### config.mk
export PLATFORM = sky130hd
export DESIGN_NAME = lbc_top
export DESIGN_NICKNAME = d
export VERILOG_FILES = /design/src/hw/lbc_pkg.sv /design/src/hw/lbc_top.sv
export SDC_FILE = /design/constraint.sdc
export NUM_CORES = 1
export LEC_CHECK = 0
export ABC_AREA = 1
export BUFFER_PORTS_ARGS = -buffer_cell sky130_fd_sc_hd__buf_2
export CORE_MARGIN = 5
export CORE_UTILIZATION = 25
export DETAILED_ROUTE_END_ITERATION = 7
export GPL_TIMING_DRIVEN = 1
export SYNTH_ARGS = -nofsm -noshare
export SYNTH_HDL_FRONTEND = slang
export SYNTH_SLANG_ARGS = --single-unit
### constraint.sdc
create_clock -name mclk -period 3.4 [get_ports mclk]
set_input_delay 0.34 -clock mclk [delete_from_list [all_inputs] [get_ports mclk]]
set_output_delay 0.34 -clock mclk [all_outputs]
set_load 0.02 [all_outputs]
### src/hw/lbc_pkg.sv
// package: constants and types for loopback and inband code control
package lbc_pkg;
    localparam int NCH = 4; // channels
    // register offsets, 5-bit address space
    localparam logic [4:0] ADR_DLOOP = 5'h00; // digital_loop_reg
    localparam logic [4:0] ADR_ALOOP = 5'h01; // analog_loop_reg
    localparam logic [4:0] ADR_RLOOP = 5'h02; // remote_loop_reg
    localparam logic [4:0] ADR_TAO = 5'h03; // all_ones_transmit_reg
    localparam logic [4:0] ADR_AUTO_ALL_ONES_ON_LOSS = 5'h04; // auto_all_ones_on_loss
    localparam logic [4:0] ADR_GCF = 5'h05; // global_config_reg
    localparam logic [4:0] ADR_LOSS = 5'h06; // loss status, read only
    localparam logic [4:0] ADR_CFG = 5'h08; // inband_code_config
    localparam logic [4:0] ADR_ACTP = 5'h09; // activate_code_pattern
    localparam logic [4:0] ADR_DEAP = 5'h0a; // deactivate_code_pattern
    localparam logic [4:0] ADR_STAT = 5'h0b; // inband_code_status
    localparam logic [4:0] ADR_ISTAT = 5'h0c; // inband_code_irq_status
    localparam logic [4:0] ADR_IMASK = 5'h0d; // inband_code_irq_mask
    localparam logic [4:0] ADR_GSEL = 5'h0e; // code_generator_select
    localparam logic [4:0] ADR_GEN = 5'h0f; // code_generator_enable
    // field positions
    localparam int GCF_ALARM_INSERT_ENABLE = 0; // alarm_insert_enable
    localparam int CFG_DET = 0; // code_detect_enable
    localparam int CFG_AUTO = 1; // auto_loop_action_enable
    localparam int CFG_ALEN = 2; // activate_code_length lsb
    localparam int CFG_DLEN = 4; // deactivate_code_length lsb
    localparam logic [7:0] REG_RST = 8'h00; // reset of every register
    localparam logic [3:0] LEN_BASE = 4'h5; // code length for field 0
    // timing
    localparam int ALL_ONES_TRANSMIT_MODE_HOLD_CYC = 16; // mclk cycles of held tx clock
    localparam int CLK_KHZ = 25000; // mclk rate
    localparam int LOOP_TIME_MS = 5100; // continuous code time
    localparam int LOOP_CYC = LOOP_TIME_MS * CLK_KHZ; // cycles in 5.1 s
    localparam int BIT_DIV = 12; // mclk cycles per line bit
    localparam int LOS_ZEROS = 32; // zeros that mean loss of signal
    localparam logic [4:0] CODE_MIN_BITS = 5'h10; // bits to call code
    // register port request
    typedef struct packed {
        logic wr;
        logic rd;
        logic [4:0] addr;
        logic [7:0] wdata;
    } lbc_req_t;
    // one receive word, a bit per channel
    typedef struct packed {
        logic [NCH-1:0] receive_data_pos_out;
        logic [NCH-1:0] violation_or_neg_out;
    } lbc_rx_t;
    // code seen on a channel
    typedef enum logic [1:0] {LBC_NONE, LBC_ACT, LBC_DEACT} lbc_code_t;
endpackage

### src/hw/lbc_top.sv
// loopback, all-ones and inband code control with receive fifo
`timescale 1ns/10ps
`default_nettype none

// fifo for receive words, parameterised width and depth
module lbc_fifo #(
    parameter int W = 8,
    parameter int DEPTH = 16
) (
    // clock and reset
    input wire logic mclk,
    input wire logic rstn,
    // fill side
    input wire logic in_valid,
    output logic in_ready,
    input wire logic [W-1:0] in_data,
    // drain side
    output logic out_valid,
    input wire logic out_ready,
    output logic [W-1:0] out_data
);
    localparam int AW = $clog2(DEPTH);
    logic [W-1:0] mem_q [DEPTH]; // storage
    logic [AW:0] wp_q, wp_d, rp_q, rp_d; // pointers with wrap bit
    logic full, empty;

    // flags from pointers
    assign empty = (wp_q == rp_q);
    assign full = (wp_q[AW-1:0] == rp_q[AW-1:0]) && (wp_q[AW] != rp_q[AW]);
    assign in_ready = !full;
    assign out_valid = !empty;
    assign out_data = mem_q[rp_q[AW-1:0]];

    // pointer advance
    always_comb begin
        wp_d = wp_q + (AW+1)'(in_valid && !full);
        rp_d = rp_q + (AW+1)'(out_ready && !empty);
    end

    // pointers and storage
    always_ff @(posedge mclk) begin
        if (!rstn) begin
            wp_q <= '0;
            rp_q <= '0;
        end else begin
            wp_q <= wp_d;
            rp_q <= rp_d;
        end
        if (in_valid && !full) begin
            mem_q[wp_q[AW-1:0]] <= in_data;
        end
    end
endmodule

// How it works
// - registers or strap pins select loopback modes
// - digital loop sends tx data to receive
// - loss still watched; ais and all-ones apply
// - analog loop feeds line bit back inside
// - remote loop sends line data back out
// - both bits set give dual loopback
// - in hw mode, tx clock high past 16 cycles: all ones
// - all-ones by register or on loss
// - all-ones rate comes from mclk divider
// - activate code for 5.1 s enters remote
// - deactivate code for 5.1 s leaves remote
// - config bits enable detect and auto action
// - two-bit lengths, separate pattern registers
// - code settings shared by all channels
// - status change latches masked interrupt
// - select picks code, enable starts sending
// - status read clears latched interrupt bits
// - mask resets zero, ignoring changes
module lbc_top #(
    parameter int BIT_DIV = lbc_pkg::BIT_DIV,
    parameter int unsigned LOOP_CYC = lbc_pkg::LOOP_CYC,
    parameter int FIFO_DEPTH = 16
) (
    // clock and reset
    input wire logic mclk,
    input wire logic rstn,
    // register port
    input wire lbc_pkg::lbc_req_t reg_req,
    output logic [7:0] reg_rdata,
    // strap pins
    input wire logic hw_mode,
    input wire logic [lbc_pkg::NCH-1:0] loop_select_pin,
    input wire logic [lbc_pkg::NCH-1:0] loop_select_act,
    // system transmit side
    input wire logic [lbc_pkg::NCH-1:0] transmit_clock_in,
    input wire logic [lbc_pkg::NCH-1:0] transmit_data_pos_in,
    // line side
    input wire logic [lbc_pkg::NCH-1:0] line_rx_tip,
    input wire logic [lbc_pkg::NCH-1:0] line_rx_ring,
    output logic [lbc_pkg::NCH-1:0] line_tx_tip,
    output logic [lbc_pkg::NCH-1:0] line_tx_ring,
    // receive stream
    output lbc_pkg::lbc_rx_t rx_data,
    output logic rx_valid,
    input wire logic rx_ready,
    // interrupt
    output logic irq_n
);
    import lbc_pkg::*;
    localparam int PW = 1 + 6 * NCH;

    logic [PW-1:0] s1_q, s2_q; // pin synchroniser
    logic hw_s;
    logic [NCH-1:0] lsel_s, lact_s, tclk_s, tdat_s, rtip_s, rring_s;
    logic [7:0] dlb_q, alb_q, rlb_q, tao_q, auto_all_ones_on_loss_q, gcf_q, cfg_q;
    logic [7:0] actp_q, deap_q, gsel_q, gen_q, imask_q, istat_q;
    logic [7:0] dlb_d, alb_d, rlb_d, tao_d, auto_all_ones_on_loss_d, gcf_d, cfg_d;
    logic [7:0] actp_d, deap_d, gsel_d, gen_d, imask_d, istat_d;
    logic [7:0] rdata_d;
    logic [7:0] div_q, div_d; // bit-rate divider
    logic tick, fifo_rdy;
    logic [NCH-1:0] los, pres_q, chg, auto_rlb, all_ones_transmit_mode_hw;
    logic [NCH-1:0] dlb_e, rlb_e, alb_e, all_ones_transmit_mode_e, tx_src, code_bit;
    logic [NCH-1:0] line_q, rx_line;
    lbc_rx_t rxw; // receive word at this tick
    logic [3:0] alen, dlen;

    // code tracker: returns {match, next phase}
    function automatic logic [3:0] trk(input logic [7:0] p,
        input logic [3:0] len, input logic [2:0] ph, input logic b);
        logic [2:0] nx;
        nx = (ph == 3'(len - 4'h1)) ? 3'h0 : ph + 3'h1;
        if (b == p[3'h7 - ph]) begin
            trk = {1'b1, nx};
        end else begin
            trk = {1'b0, (b == p[7]) ? 3'h1 : 3'h0};
        end
    endfunction

    // two flip-flops on every pin input
    always_ff @(posedge mclk) begin
        if (!rstn) begin
            s1_q <= '0;
            s2_q <= '0;
        end else begin
            s1_q <= {hw_mode, loop_select_pin, loop_select_act,
                     transmit_clock_in, transmit_data_pos_in,
                     line_rx_tip, line_rx_ring};
            s2_q <= s1_q;
        end
    end
    assign {hw_s, lsel_s, lact_s, tclk_s, tdat_s, rtip_s, rring_s} = s2_q;

    // shared code lengths for all channels
    assign alen = LEN_BASE + {2'b00, cfg_q[CFG_ALEN +: 2]};
    assign dlen = LEN_BASE + {2'b00, cfg_q[CFG_DLEN +: 2]};

    // bit tick from mclk; stalls when the fifo is full
    always_comb begin
        div_d = (div_q == 8'(BIT_DIV - 1)) ? 8'h00 : div_q + 8'h01;
        if (!fifo_rdy && div_q == 8'(BIT_DIV - 1)) begin
            div_d = div_q;
        end
    end
    assign tick = fifo_rdy && (div_q == 8'(BIT_DIV - 1));

    // per-channel datapath and inband code logic
    for (genvar n = 0; n < NCH; n++) begin : g_ch
        logic [4:0] thold_q, thold_d; // tx clock high count
        logic [5:0] zc_q, zc_d; // zero run on watched signal
        logic pol_q, pol_d, lb_d, pr_d, ar_q, ar_d;
        logic [2:0] aph_q, aph_d, dph_q, dph_d, gph_q, gph_d;
        logic [4:0] arun_q, arun_d, drun_q, drun_d;
        logic [31:0] tmr_q, tmr_d; // continuous code time
        lbc_code_t kind_q, kind_d;
        logic [3:0] ta, td;
        logic mon, glen_last;

        // effective modes, straps or registers
        assign rx_line[n] = rtip_s[n] | rring_s[n];
        assign dlb_e[n] = !hw_s && dlb_q[n];
        assign alb_e[n] = hw_s ? (lact_s[n] && lsel_s[n]) : alb_q[n];
        assign rlb_e[n] = (hw_s ? (lact_s[n] && !lsel_s[n]) : rlb_q[n])
                          | ar_q;
        assign all_ones_transmit_mode_hw[n] = hw_s && (thold_q > 5'(ALL_ONES_TRANSMIT_MODE_HOLD_CYC));
        assign all_ones_transmit_mode_e[n] = (hw_s ? all_ones_transmit_mode_hw[n] : tao_q[n])
                           | (auto_all_ones_on_loss_q[n] && los[n]);
        assign code_bit[n] = gsel_q[n] ? deap_q[3'h7 - gph_q]
                                       : actp_q[3'h7 - gph_q];
        assign tx_src[n] = gen_q[n] ? code_bit[n] : tdat_s[n];
        assign mon = alb_e[n] ? line_q[n] : rx_line[n];
        assign los[n] = (zc_q >= 6'(LOS_ZEROS));
        assign auto_rlb[n] = ar_q;
        assign chg[n] = pr_d ^ pres_q[n];
        // receive bit: tx data in digital loop, ais on loss
        assign rxw.receive_data_pos_out[n] = (dlb_e[n] ? tx_src[n] : mon)
            | (los[n] && gcf_q[GCF_ALARM_INSERT_ENABLE]);
        assign rxw.violation_or_neg_out[n] = !dlb_e[n] && !alb_e[n]
            && rtip_s[n] && rring_s[n] && !(los[n] && gcf_q[GCF_ALARM_INSERT_ENABLE]);
        assign glen_last = (gph_q == 3'((gsel_q[n] ? dlen : alen) - 4'h1));

        // next state of the channel
        always_comb begin
            thold_d = tclk_s[n] ? thold_q + 5'(thold_q != 5'h1f) : 5'h00;
            zc_d = zc_q;
            pol_d = pol_q;
            lb_d = line_q[n];
            aph_d = aph_q;
            dph_d = dph_q;
            arun_d = arun_q;
            drun_d = drun_q;
            gph_d = gph_q;
            ta = trk(actp_q, alen, aph_q, rx_line[n]);
            td = trk(deap_q, dlen, dph_q, rx_line[n]);
            if (tick) begin
                zc_d = mon ? 6'h00 : zc_q + 6'(zc_q != 6'h3f);
                // line bit: remote loop, all ones or transmit data
                lb_d = rlb_e[n] ? rx_line[n] : (all_ones_transmit_mode_e[n] | tx_src[n]);
                pol_d = pol_q ^ lb_d;
                gph_d = (!gen_q[n] || glen_last) ? 3'h0 : gph_q + 3'h1;
                aph_d = ta[2:0];
                dph_d = td[2:0];
                arun_d = !ta[3] ? 5'h00 : arun_q + 5'(arun_q != 5'h1f);
                drun_d = !td[3] ? 5'h00 : drun_q + 5'(drun_q != 5'h1f);
            end
            if (!cfg_q[CFG_DET]) begin
                arun_d = 5'h00;
                drun_d = 5'h00;
            end
            // code kind seen now
            if (arun_q >= CODE_MIN_BITS) begin
                kind_d = LBC_ACT;
            end else if (drun_q >= CODE_MIN_BITS) begin
                kind_d = LBC_DEACT;
            end else begin
                kind_d = LBC_NONE;
            end
            pr_d = (kind_d != LBC_NONE);
            tmr_d = (kind_d != kind_q || kind_q == LBC_NONE) ? 32'h0
                    : tmr_q + 32'(tmr_q < LOOP_CYC);
            ar_d = ar_q && cfg_q[CFG_AUTO];
            if (cfg_q[CFG_AUTO] && tmr_q >= LOOP_CYC - 1) begin
                case (kind_q)
                    LBC_ACT: ar_d = 1'b1;
                    LBC_DEACT: ar_d = 1'b0;
                    default: ar_d = ar_q;
                endcase
            end
        end

        // channel state registers
        always_ff @(posedge mclk) begin
            if (!rstn) begin
                thold_q <= 5'h00;
                zc_q <= 6'h00;
                pol_q <= 1'b0;
                line_q[n] <= 1'b0;
                aph_q <= 3'h0;
                dph_q <= 3'h0;
                gph_q <= 3'h0;
                arun_q <= 5'h00;
                drun_q <= 5'h00;
                tmr_q <= 32'h0;
                kind_q <= LBC_NONE;
                ar_q <= 1'b0;
                pres_q[n] <= 1'b0;
                line_tx_tip[n] <= 1'b0;
                line_tx_ring[n] <= 1'b0;
            end else begin
                thold_q <= thold_d;
                zc_q <= zc_d;
                pol_q <= pol_d;
                line_q[n] <= lb_d;
                aph_q <= aph_d;
                dph_q <= dph_d;
                gph_q <= gph_d;
                arun_q <= arun_d;
                drun_q <= drun_d;
                tmr_q <= tmr_d;
                kind_q <= kind_d;
                ar_q <= ar_d;
                pres_q[n] <= pr_d;
                line_tx_tip[n] <= tick ? lb_d && !pol_q : line_tx_tip[n];
                line_tx_ring[n] <= tick ? lb_d && pol_q : line_tx_ring[n];
            end
        end
    end

    // register writes, reads and interrupt latch
    always_comb begin
        {dlb_d, alb_d, rlb_d, tao_d, auto_all_ones_on_loss_d, gcf_d} =
            {dlb_q, alb_q, rlb_q, tao_q, auto_all_ones_on_loss_q, gcf_q};
        {cfg_d, actp_d, deap_d, gsel_d, gen_d, imask_d} =
            {cfg_q, actp_q, deap_q, gsel_q, gen_q, imask_q};
        if (reg_req.wr) begin
            case (reg_req.addr)
                ADR_DLOOP: dlb_d = reg_req.wdata;
                ADR_ALOOP: alb_d = reg_req.wdata;
                ADR_RLOOP: rlb_d = reg_req.wdata;
                ADR_TAO: tao_d = reg_req.wdata;
                ADR_AUTO_ALL_ONES_ON_LOSS: auto_all_ones_on_loss_d = reg_req.wdata;
                ADR_GCF: gcf_d = reg_req.wdata;
                ADR_CFG: cfg_d = reg_req.wdata;
                ADR_ACTP: actp_d = reg_req.wdata;
                ADR_DEAP: deap_d = reg_req.wdata;
                ADR_GSEL: gsel_d = reg_req.wdata;
                ADR_GEN: gen_d = reg_req.wdata;
                ADR_IMASK: imask_d = reg_req.wdata;
                default: ;
            endcase
        end
        // status read clears, a new change in that cycle still sets
        istat_d = (reg_req.rd && reg_req.addr == ADR_STAT) ? 8'h00
                  : istat_q;
        istat_d = istat_d | {4'h0, chg & imask_q[NCH-1:0]};
        case (reg_req.addr)
            ADR_DLOOP: rdata_d = dlb_q;
            ADR_ALOOP: rdata_d = alb_q;
            ADR_RLOOP: rdata_d = rlb_q;
            ADR_TAO: rdata_d = tao_q;
            ADR_AUTO_ALL_ONES_ON_LOSS: rdata_d = auto_all_ones_on_loss_q;
            ADR_GCF: rdata_d = gcf_q;
            ADR_LOSS: rdata_d = {auto_rlb, los};
            ADR_CFG: rdata_d = cfg_q;
            ADR_ACTP: rdata_d = actp_q;
            ADR_DEAP: rdata_d = deap_q;
            ADR_STAT: rdata_d = {4'h0, pres_q};
            ADR_ISTAT: rdata_d = istat_q;
            ADR_IMASK: rdata_d = imask_q;
            ADR_GSEL: rdata_d = gsel_q;
            ADR_GEN: rdata_d = gen_q;
            default: rdata_d = 8'h00;
        endcase
        if (!reg_req.rd) begin
            rdata_d = reg_rdata;
        end
    end

    // register state
    always_ff @(posedge mclk) begin
        if (!rstn) begin
            {dlb_q, alb_q, rlb_q, tao_q, auto_all_ones_on_loss_q, gcf_q} <= {6{REG_RST}};
            {cfg_q, actp_q, deap_q, gsel_q, gen_q} <= {5{REG_RST}};
            imask_q <= REG_RST;
            istat_q <= REG_RST;
            reg_rdata <= REG_RST;
            div_q <= 8'h00;
        end else begin
            {dlb_q, alb_q, rlb_q, tao_q, auto_all_ones_on_loss_q, gcf_q} <=
                {dlb_d, alb_d, rlb_d, tao_d, auto_all_ones_on_loss_d, gcf_d};
            {cfg_q, actp_q, deap_q, gsel_q, gen_q} <=
                {cfg_d, actp_d, deap_d, gsel_d, gen_d};
            imask_q <= imask_d;
            istat_q <= istat_d;
            reg_rdata <= rdata_d;
            div_q <= div_d;
        end
    end
    assign irq_n = !(|istat_q);

    // receive words queue toward the system side
    lbc_fifo #(.W($bits(lbc_rx_t)), .DEPTH(FIFO_DEPTH)) u_fifo (
        .mclk(mclk),
        .rstn(rstn),
        .in_valid(tick),
        .in_ready(fifo_rdy),
        .in_data(rxw),
        .out_valid(rx_valid),
        .out_ready(rx_ready),
        .out_data(rx_data)
    );
endmodule

`default_nettype wire

* Word level (Yosys, flattened, before mapping)
Memories as Yosys holds them, arrays and structs flattened. A register that Yosys moved wholly into a read port is not among the register bits. Index checks and enable logic that the tools add are counted.
Word-level totals: memories 1, bits in registers 460, output and inout bits 26, logic and storage cells 543, RAM bits 128
Memory list:
- u_fifo.mem_q | words 16, bits a word 8, read ports 1, clocked after Yosys merged registers in 1, wr ports 1, line lbc_top.sv:23 | logic [W-1:0] mem_q [DEPTH];
Operators by class: order comparisons 36, reduce and logical (&&, ||, !) cells 129, add/sub/neg operators 55, muxes and demuxes 134, bitwise gates (word level) 31, eq/ne operators 78
Operators with widths (count):
- adder 32 x 1 -> 32 bit | 4
- >= comparator 32 x 27 -> 1 bit (second input constant) | 4
- < comparator 32 x 27 -> 1 bit (second input constant) | 4
- one-hot mux 8 bit (15 select lines) | 1
- adder 5 x 1 -> 5 bit | 14
- two-way mux 1 bit | 66
- logical AND 1 bit | 62
- != test 5 bit (second input constant) | 12
- binary-select mux 1 bit (select 3 bit) | 16
- < comparator 3 x 4 -> 1 bit (second input constant) | 12
- two-way mux 3 bit | 16
- equality test 5 x 4 -> 1 bit (second input constant) | 8
- >= comparator 5 bit (second input constant) | 8
- two-way mux 5 bit | 8
- adder 3 x 1 -> 3 bit (second input constant) | 12
- equality test 3 bit | 12
- two-way mux 4 bit | 9
- subtractor 3 bit (first input constant) | 12
- AND reduction 2 bit | 17
- logical NOT 1 bit | 28
- adder 6 x 1 -> 6 bit | 4
- >= comparator 6 bit (second input constant) | 4
- two-way mux 6 bit | 4
- != test 6 bit (second input constant) | 4
- 30 further kinds | 122

* Depth between registers and ports, before layout
Gate-level depths: netlist of the first run.
word-level depth 9, depth in mapped cells 21, mapped depth without buffers 21

* Modules after synthesis
From an unflattened synthesis of the first run, not the netlist that was laid out.
Second synthesis, totals: cell total of the unflattened synthesis 4107, area total of the unflattened synthesis 29404.5 µm²
Modules (own cells, without submodules):
- lbc_top | cells each 3442, seq. area each 8928.6 µm², area each 23176.0 µm², times used 1
- lbc_fifo | cells each 665, seq. area each 4043.9 µm², area each 6228.5 µm², times used 1

* Worst setup path after synthesis of the first run
No wires, ideal clock.
kind flip-flop to flip-flop, start point register g_ch[1].tmr_q[30], end point register g_ch[1].tmr_q[28], library setup time 0.119 ns, period minus slack after synthesis 2.701 ns, required time 3.281 ns, arrival time 2.581 ns, path buffers 0, setup slack 0.699 ns, stages on the path, launching flop included 16, path through dfxtp_1 -> or2_2 -> nor4_1 -> a21boi_0 -> a21boi_0 -> ha_1 -> ha_1 -> inv_1 -> nor2_1 -> nand3_1 -> nor2_1 -> nand2_1 -> nor3_2 -> nand2_1 -> o21ai_0 -> a21oi_1
On the way: cells in the longest elaborated chain, start to end 2
RTL lines:
- from (decl) | line lbc_top.sv:169 | logic [31:0] tmr_q, tmr_d;
- from (signal assigned) | line lbc_top.sv:274 | tmr_q <= tmr_d;
- < comparator 32 x 27 -> 1 bit | line lbc_top.sv:235 | : tmr_q + 32'(tmr_q < LOOP_CYC);
- adder 32 x 1 -> 32 bit | line lbc_top.sv:235
No other way between the ends. A chain may end at the register's enable or synchronous reset.

* Worst setup path in the final report of the first run
Same ends and word-level chain as after synthesis.

==> results of run 1 <==
==> flip-flops by register name, summed over array words and instances, names as in the netlist, 12 cells and up <==
register,count
s2_q,25
g_ch.tmr_q,128
s1_q,25
g_ch.drun_q,20
g_ch.gph_q,12
g_ch.thold_q,20
g_ch.arun_q,20
g_ch.zc_q,24
g_ch.dph_q,12
g_ch.aph_q,12
u_fifo.mem_q,128
==> synthesized netlist by cell type (all sizes together), types with 14 or more instances <==
cell type    n
nand2      767
nor2       486
dfxtp      456
inv        435
a21oi      283
o21ai      277
nand3      258
edfxtp     128
nor3        96
clkbuf      83
nand4       72
xor2        67
ha          66
buf         53
xnor2       34
o211ai      27
nand3b      21
o32ai       19
or2         16
o221ai      14
==> area by class of cell <==
type	instances	area, um^2	area share
repair buffers	142	1000	0.0307
inverters	443	1660	0.0508
clock inverters	33	399	0.0122
clock buffers	86	1790	0.0546
flip-flops and latches	584	13000	0.396
diodes	6	15.0	0.000459
multi-input cells	2602	13000	0.398
well taps	1500	1880	0.0573
==> kinds of logic (layout without fill, tap and decap cells) <==
family,Yosys count,after routing
AOI/OAI and AO/OA,675,675
buffers and inverters,579,704
adders and majority gates,66,66
other,0,6
muxes,13,13
DFF,584,584
xor gates and xnor gates,101,101
and+or+nand+nor,1747,1747
==> worst max-delay path: cells and delay by family, from the launching register on <==
family	cells	cell delay, ns
simple gates	8	1.38
compound gates	4	0.67
buf+inv	1	0.06
flops	1	0.33
fa+ha+maj	2	0.47
==> routing by layer <==
| metal | share of wire | up-vias | track usage |
|---|---|---|---|
| met1 | 0.45 | 11500 | 0.169 |
| li1 | - | 12600 | - |
| met2 | 0.46 | 629 | 0.204 |
| met5 | 0.00013 | - | 0 |
| met4 | 0.030 | 2 | 0.0417 |
| met3 | 0.052 | 161 | 0.0193 |
==> what timing repair did <==
item | 4_1_cts | 5_1_grt
gates resized for setup | 0 | 5
endpoints found under the setup margin | 0 | 8
hold buffers | 26 | 0
buffers inserted | 0 | 1
hold endpoints to repair | 27 | 0
==> report_power, final <==
part	internal, W	total, W	leakage (nW)	switching (W)
registers	0.00712	0.00716	4.86	0.0000352
logic	0.000115	0.000398	6.12	0.000283
clock network	0.00422	0.00722	1.07	0.00300
total	0.0115	0.0148	12.0	0.00332
==> per-stage QoR <==
step	power (W)	worst slack (ns)
after global placement	0.00768	0.293
after detailed placement	0.00768	0.256
after global routing	0.0153	0.0174
after floorplan	0.00752	0.699
final	0.0148	0.382
after CTS	0.0150	0.223
==> final timing paths <==
| kind | slack, ns | depth (start not counted) | to |
|---|---|---|---|
| setup / recovery | 0.38 | 15 | g_ch[1].tmr_q[28]$_SDFF_PP0_ |
| hold / removal | 0.10 | 3 | reg_rdata[2]$_SDFFE_PN0P_ |
| setup reg to reg | 0.38 | 15 | g_ch[1].tmr_q[28]$_SDFF_PP0_ |
| hold reg to reg | 0.41 | 2 | s2_q[4]$_SDFF_PN0_ |
==> metrics.md, run 1 <==
| Metric | Value |
|---|---|
| Clock buffer count from CTS | 67 |
| Total of max-cap violations | 0 |
| Most common cell after layout, fill and taps aside | nand2_1 |
| Status | completed |
| Synthesis-stage register bit count | between 500 and 600 |
| Post-synth top area cell | dfxtp_1 |
| Placed standard-cell area | approximately 30,000 um^2 |
| Initial DRC Count | 1,938 |
| Initial antenna violation count | 11 |
| CTS max path bufs | 3 |
| Main combinational cell family by area after synthesis | simple AND/OR/NAND/NOR gates |
| CTS tree | done |
| Area delta synth->final | 15.9% |
| Inst Count DP | between 5,000 and 6,000 |
| Avg Cell Area, Syn | ~7.5 um^2 |
| Final period util | 0.888 |
| Synthesized area | 28,300 um^2 |
| Chip Width | between 300 and 400 um |
| Critical path cell sequence | or2_2 -> nor4_1 -> a21boi_2 -> a21boi_0 -> ha_1 -> ha_1 -> inv_1 -> nor2_1 -> nand3_1 -> nor2_1 -> nand2_1 -> nor3_2 -> nand2_1 -> o21ai_0 -> a21oi_1 |
| Synthesized net count | 3,874 |
| WP data required | between 3 and 4 ns |
| Layout Cells excl Fill | around 5,400 |
| Core ar. | 112,000 um^2 |
| Layout cells sized above 1 | 0.0668 |
| Die height | roughly 350 um |
| Post-DR wirelength/cell | 14.4 um |
| Row cnt | approximately 120 |
| Worst-path fanout max | 4 |
| Setup violations, final | 0 |
| Worst VDD drop | a little over 0.4 mV |
| Post-Synth XOR/XNOR Area | 0.0313 |
| Number of vias per cell | 4.62 |
| Initial Utilization | 0.251 |
| Worst min path class | input port to flop |
| Post-layout util | 0.291 |
| Worst R2R Start | g_ch[1].tmr_q[30]$_SDFF_PP0_ |
| Fill count | about 12,000 |
| H-tree depth | 3 |
| # IOs | ~70 |
| WP data arrival | about 3.5 ns |
| Post-synth ARST share | 0 |
| Total gr overflow | 0 |
| Min-delay src | reg_req[13] |
| RSZ-0062 raised after global routing | false |
| Number of flops mapped to enable cells by yosys | 128 |
| Simple-Gate Fraction of Synth Area | 0.264 |
| Fin. Hold Viols | 0 |
| Crit path launch | g_ch[1].tmr_q[30]$_SDFF_PP0_ |
| Worst-path clk slew | approximately 0.060 ns |
| CP endpoint kind | flop |
| Synth warn | 0 |
| Synthesized instance count | ~3,800 |
| Clock skew | ~0.028 ns |
| Post-Route WL | around 78,000 um |
| Die area | between 100,000 and 150,000 um^2 |
| CP max stage delay | about 0.33 ns |
| Hold WS | 0.101 ns |
| Worst-margin pin slew | 0.936 ns |
| Tmin final | 3.02 ns |
| Yosys cell types | 50 |
| Post-synthesis adder-cell area fraction | 0.0292 |
| Via count | about 25,000 |
| GRT Overall Usage | 0.125 |
| Fin area | 32,700 um^2 |
| TritonRoute pass-1 iters | 6 |
| Post-synthesis sequential area ratio | 0.459 |
| Global-route wire length before repair | 124,000 um |
| Dominant synthesized flop cell | dfxtp_1 |
| Synth Area in Compound Gates | 0.131 |
| Final Max Tran Viols | 0 |
| Pin count of the biggest net entering global routing | 167 |
| P per Cell Area | 451 nW/um^2 |
| Kind of critical path | flop to flop |
| P_leak | 12.0 nW |
| Most frequent cells in the layout | nand2_1, nor2_1, dfxtp_1, inv_1, a21oi_1 |
| Slowest CP cell | dfxtp_1 |
| CTS sink count | 584 |
| Number of remaining DRC errors | 0 |
| Dpl hpwl | 54,200 um |
| Max-slew headroom | 0.370 |
| Post-synth top area share | 0.323 |
| Worst skew pair latency | about 0.62 ns |
| Max Fclk | between 300 and 400 MHz |
| Setup crit start kind | flop |
| Antenna Nets Post-Route | 0 |
| Layout Nets | 3,949 |
| Setup TNS | 0 ns |
| Mux contribution to synthesized area | 0.00461 |
| PortBufs | 68 |
| Clock root buffer | clkbuf_16 |
| Gpl congestion | 0.863 |
| Area contributors post-synth | dfxtp_1, edfxtp_1, nand2_1 |
| Number of global-route vias before repair | 23,000 |
No activity file was read; power rests on OpenSTA's default activity.
==> run 2: changes to the inputs <==
--- a/config.mk
+++ b/config.mk
@@ -11,6 +11,7 @@
 export CORE_UTILIZATION = 25
 export DETAILED_ROUTE_END_ITERATION = 7
 export GPL_TIMING_DRIVEN = 1
+export REMOVE_ABC_BUFFERS = 1
 export SYNTH_ARGS = -nofsm -noshare
 export SYNTH_HDL_FRONTEND = slang
 export SYNTH_SLANG_ARGS = --single-unit
==> metrics.md, run 2 (synthesis gave the netlist of run 1 again) <==
| Metric | Value |
|---|---|
| Worst min path class | input port to flop |
| Total gr overflow | 0 |
| Clock skew | 0.0130 ns |
| Global-route wire length before repair | roughly 130,000 um |
| Chip Width | about 350 um |
| GRT Overall Usage | 0.128 |
| Most common cell after layout, fill and taps aside | nand2_1 |
| Worst-path fanout max | 4 |
| Buf/Inv on CP | 1 |
| Layout cells sized above 1 | 0.0714 |
| Post-layout util | 0.293 |
| PortBufs | 68 |
| Clock buffer count from CTS | ~70 |
| CTS tree | done |
| P_leak | 12.2 nW |
| Flop2flop setup slack | between 0.3 and 0.4 ns |
| Critical path cell sequence | nor2_1 -> nand2_1 -> nor3_1 -> o21ai_0 -> a21oi_1 -> a21boi_0 -> ha_1 -> ha_1 -> nand2_1 -> nor2_1 -> nand2_1 -> nor2_2 -> nand4_1 -> inv_1 -> nand2_1 -> nor2_1 -> a21oi_1 -> o21a_1 |
| Area delta synth->final | 16.5% |
| Max-slew headroom | 0.450 |
| Setup TNS | 0 ns |
| Clock root buffer | clkbuf_16 |
| Fill count | between 10,000 and 15,000 |
| Status | completed |
| CP endpoint kind | flop |
| Initial antenna violation count | 10 |
| Worst-path clk slew | 0.06 ns |
| Core ar. | about 110,000 um^2 |
| CTS max path bufs | 3 |
| Antenna Nets Post-Route | 0 |
| Number of remaining DRC errors | 0 |
| Worst path top cell family by delay | simple AND/OR/NAND/NOR gates |
| Pin count of the biggest net entering global routing | 85 |
| Final period util | 0.896 |
| Kind of critical path | flop to flop |
| Tmin final | between 3 and 4 ns |
| CTS sink count | 584 |
| Final Max Tran Viols | 0 |
| Via count | roughly 25,000 |
| Layout Nets | approximately 4,000 |
| Setup crit start kind | flop |
| Most frequent cells in the layout | nand2_1, nor2_1, dfxtp_1, inv_1, a21oi_1 |
| P per Cell Area | about 460 nW/um^2 |
| Worst-margin pin slew | about 0.82 ns |
| Dpl hpwl | 55,600 um |
| Gpl congestion | 0.895 |
| Row cnt | 123 |
| Slowest CP cell | dfxtp_1 |
| Max Fclk | 328 MHz |
| Die height | approximately 350 um |
| WP data required | about 4 ns |
| Total of max-cap violations | 0 |
| WP data arrival | between 3 and 4 ns |
| Post-DR wirelength/cell | about 15 um |
| Fin. Hold Viols | 0 |
| TritonRoute pass-1 iters | 6 |
| Initial Utilization | 0.251 |
| CP max stage delay | between 0.3 and 0.4 ns |
| Number of vias per cell | roughly 4.6 |
| Setup violations, final | 0 |
| # IOs | 69 |
| Worst skew pair latency | about 0.6 ns |
| Worst VDD drop | 0.317 mV |
| H-tree depth | 3 |
| Number of global-route vias before repair | roughly 23,000 |
| Post-CTS Setup Repair Bufs | 0 |
| Initial DRC Count | between 2,000 and 2,500 |
| Post-Route WL | approximately 79,000 um |
| Most frequent cell on the critical path | nand2_1 |
| Die area | roughly 120,000 um^2 |
## run 2: worst paths after layout
path	cells after the start	endpoint	startpoint
hold reg to reg	2	s2_q[13]$_SDFF_PN0_	s1_q[13]$_SDFF_PN0_
setup / recovery	18	g_ch[2].tmr_q[28]$_SDFF_PP0_	g_ch[2].tmr_q[28]$_SDFF_PP0_
hold / removal	3	auto_all_ones_on_loss_q[0]$_SDFFE_PN0P_	reg_req[14]
setup reg to reg	18	g_ch[2].tmr_q[28]$_SDFF_PP0_	g_ch[2].tmr_q[28]$_SDFF_PP0_
## run 2: per-stage QoR
| step | setup slack (ns) | area [um^2] | std cells | hold WS (ns) | power [W] |
|---|---|---|---|---|---|
| 2_1_floorplan | -1.57 | 27600 | 3629 | 0.390 | 0.00747 |
| 3_5_place_dp | 0.211 | 30300 | 5250 | 0.399 | 0.00770 |
| 3_3_place_gp | 0.266 | 30300 | 5250 | 0.399 | 0.00769 |
| 4_1_cts | 0.197 | 32900 | 5395 | 0.0259 | 0.0154 |
| 6_report | 0.352 | 32900 | 5401 | 0.0725 | 0.0152 |
| 5_1_grt | -0.0167 | 32900 | 5396 | 0.0737 | 0.0158 |
## run 2: routing by layer
metal | GRT usage | up-vias | wire [um]
li1 | - | 12600 | -
met3 | 0.0282 | 136 | 6250
met5 | 0 | - | 40
met2 | 0.196 | 732 | 33800
met4 | 0.0428 | 6 | 2200
met1 | 0.180 | 11500 | 37100
## run 2: report_power, final
group,switching [W],internal [W],leakage [nW]
combinational,0.000295,0.000119,6.13
clock,0.00293,0.00474,1.16
sequential,0.0000359,0.00712,4.86
total,0.00326,0.0120,12.2
## run 2: what timing repair did
item                       4_1_cts  5_1_grt
setup endpoints to repair        0       10
hold buffers                    25        0
resized for setup                0        9
hold endpoints to repair        25        0
## run 2: final cells by class
cell class / count / area, um^2 / share of cell area
tap: 1500 / 1880 / 0.0570
clock buffer: 90 / 1930 / 0.0585
sequential: 584 / 13000 / 0.394
inverter: 443 / 1660 / 0.0506
clock inverter: 30 / 413 / 0.0125
multi-input combinational: 2602 / 13000 / 0.396
antenna: 6 / 15.0 / 0.000456
timing repair buffer: 146 / 1010 / 0.0306
## run 2: tightest hold or removal path: stages
cell and delay (ns):
buf_2 0.14, nand3_1 0.08, a21oi_1 0.06
==> run 3: changes to the inputs <==
--- a/config.mk
+++ b/config.mk
@@ -9,8 +9,10 @@
 export BUFFER_PORTS_ARGS = -buffer_cell sky130_fd_sc_hd__buf_2
 export CORE_MARGIN = 5
 export CORE_UTILIZATION = 25
+export CTS_CLUSTER_SIZE = 25
 export DETAILED_ROUTE_END_ITERATION = 7
 export GPL_TIMING_DRIVEN = 1
+export RECOVER_POWER = 100
 export REMOVE_ABC_BUFFERS = 1
 export SYNTH_ARGS = -nofsm -noshare
 export SYNTH_HDL_FRONTEND = slang
==> metrics.md, run 3 (synthesis gave the netlist of run 1 again) <==
| Metric | Value |
|---|---|
| Tmin final | 3.17 ns |
| Initial Utilization | 0.251 |
| Total of max-cap violations | 2 |
| Worst path top cell family by delay | buffers and inverters |
| Die area | roughly 120,000 um^2 |
| Layout cells sized above 1 | 0.0570 |
| Fin area | 32,700 um^2 |
| Buf/Inv on CP | 2 |
| CTS max path bufs | 3 |
| Worst VDD drop | between 0.3 and 0.4 mV |
| CTS sink count | 584 |
| PortBufs | 68 |
| Placed standard-cell area | 30,300 um^2 |
| P_leak | about 12 nW |
| Clock root buffer | clkbuf_16 |
| CTS tree | done |
| Post-DR wirelength/cell | 14.7 um |
| Number of global-route vias before repair | between 20,000 and 25,000 |
| Max Fclk | roughly 320 MHz |
| Fill count | between 10,000 and 15,000 |
| Final Worst Setup Slack | 0.233 ns |
| Register area | between 10,000 and 15,000 um^2 |
| Setup crit start kind | input port |
| CP max stage delay | roughly 1.4 ns |
| Critical path cell sequence | clkbuf_1 -> clkbuf_2 -> nand2_1 -> a2111oi_0 |
| Failing checks | max-capacitance violations, max-slew violations |
| TritonRoute pass-1 iters | 5 |
| WP data arrival | 3.64 ns |
| Worst skew pair latency | 0.60 ns |
| Crit path launch | rstn |
| Core ar. | 112,000 um^2 |
| Post-Route WL | slightly below 80,000 um |
| Dpl hpwl | approximately 56,000 um |
| # IOs | 69 |
| Slowest CP cell | clkbuf_2 |
| Area of the multi-input gates | 13,000 um^2 |
| Worst-path clk slew | about 0.060 ns |
| Antenna Nets Post-Route | 0 |
| Die height | around 350 um |
| Kind of critical path | input port to flop |
| Max-slew headroom | -0.147 |
| Chip Width | 346 um |
| Most frequent cells in the layout | nand2_1, nor2_1, dfxtp_1, inv_1, a21oi_1 |
| Clock skew | between 0.01 and 0.015 ns |
| H-tree depth | 3 |
| Worst R2R Start | g_ch[2].tmr_q[28]$_SDFF_PP0_ |
| Initial DRC Count | ~2,000 |
| Number of vias per cell | ~4.6 |
| GRT Overall Usage | 0.128 |
| Place WS | 0.211 ns |
| Post-layout util | 0.291 |
| Hold WS | around 0.071 ns |
| Final period util | 0.931 |
| Worst min path class | input port to flop |
| CP endpoint kind | flop |
| Row cnt | approximately 120 |
| Initial antenna violation count | 10 |
| Final Max Tran Viols | approximately 120 |
| P per Cell Area | about 470 nW/um^2 |
| Clock buffer count from CTS | just under 70 |
| Pin count of the biggest net entering global routing | 85 |
| Min-delay src | reg_req[14] |
| Worst-path fanout max | 84 |
| Global-route wire length before repair | around 130,000 um |
| Area delta synth->final | 15.8% |
| Number of remaining DRC errors | 0 |
| Total gr overflow | 0 |
| Gpl congestion | roughly 0.89 |
| Status | complete, but fails checks |
| WP data required | between 3 and 4 ns |
| Fin. Hold Viols | 0 |
| Worst-margin pin slew | between 1.5 and 2 ns |
| Setup violations, final | 0 |
| Via count | 24,900 |
| Post-CTS Setup Repair Bufs | 0 |
| Total chip power | about 0.015 W |
| Layout Nets | 3,954 |
| Most common cell after layout, fill and taps aside | nand2_1 |
-- run 3: changes by cell type in the layout (fill, tap and decap cells not counted), sizes merged --
| cell | change |
|---|---|
| diode | -1 |
| clkbuf | +62 |
| buf | -62 |
-- run 3: per-stage QoR --
step / TNS (ns) / std cells
global placement: 0 / 5250
detailed placement: 0 / 5250
floorplan: -278.79 / 3629
global route: -0.0167 / 5396
CTS: 0 / 5395
finish: 0 / 5400
-- run 3: power by group --
part,switching [W],internal (W)
Sequential,0.0000358,0.00712
Combinational,0.000296,0.000113
Clock,0.00294,0.00474
-- run 3: worst paths after layout --
check | endpoint | slack, ns | depth (start not counted)
min | auto_all_ones_on_loss_q[0]$_SDFFE_PN0P_ | 0.07 | 3
min reg2reg | s2_q[13]$_SDFF_PN0_ | 0.40 | 2
max | g_ch[3].thold_q[3]$_SDFF_PN0_ | 0.23 | 4
max reg2reg | g_ch[2].tmr_q[28]$_SDFF_PP0_ | 0.36 | 18
-- run 3: per-layer routing --
metal	track usage	share of wire
met2	0.196	0.43
met4	0.0428	0.028
met5	0	0.00050
met1	0.180	0.47
met3	0.0282	0.075
-- run 3: timing repair --
item                                    in CTS  in global routing
endpoints found under the hold margin       25                  0
endpoints found under the setup margin       0                 10
resized for setup                            0                  9
hold buffers                                25                  0
-- run 3: worst min-delay path, delay by kind of cell --
family	cells	cell delay, ns
and+or+nand+nor	1	0.09
AOI/OAI and AO/OA	1	0.06
buffers and inverters	1	0.14
-- run 3: final cells by class --
type                       count  area share
clock inverter                30      0.0126
timing repair buffer         146      0.0255
clock buffer                  90      0.0588
sequential                   584       0.396
antenna                        5    0.000382
tap                         1500      0.0574
inverter                     443      0.0509
multi-input combinational   2602       0.398
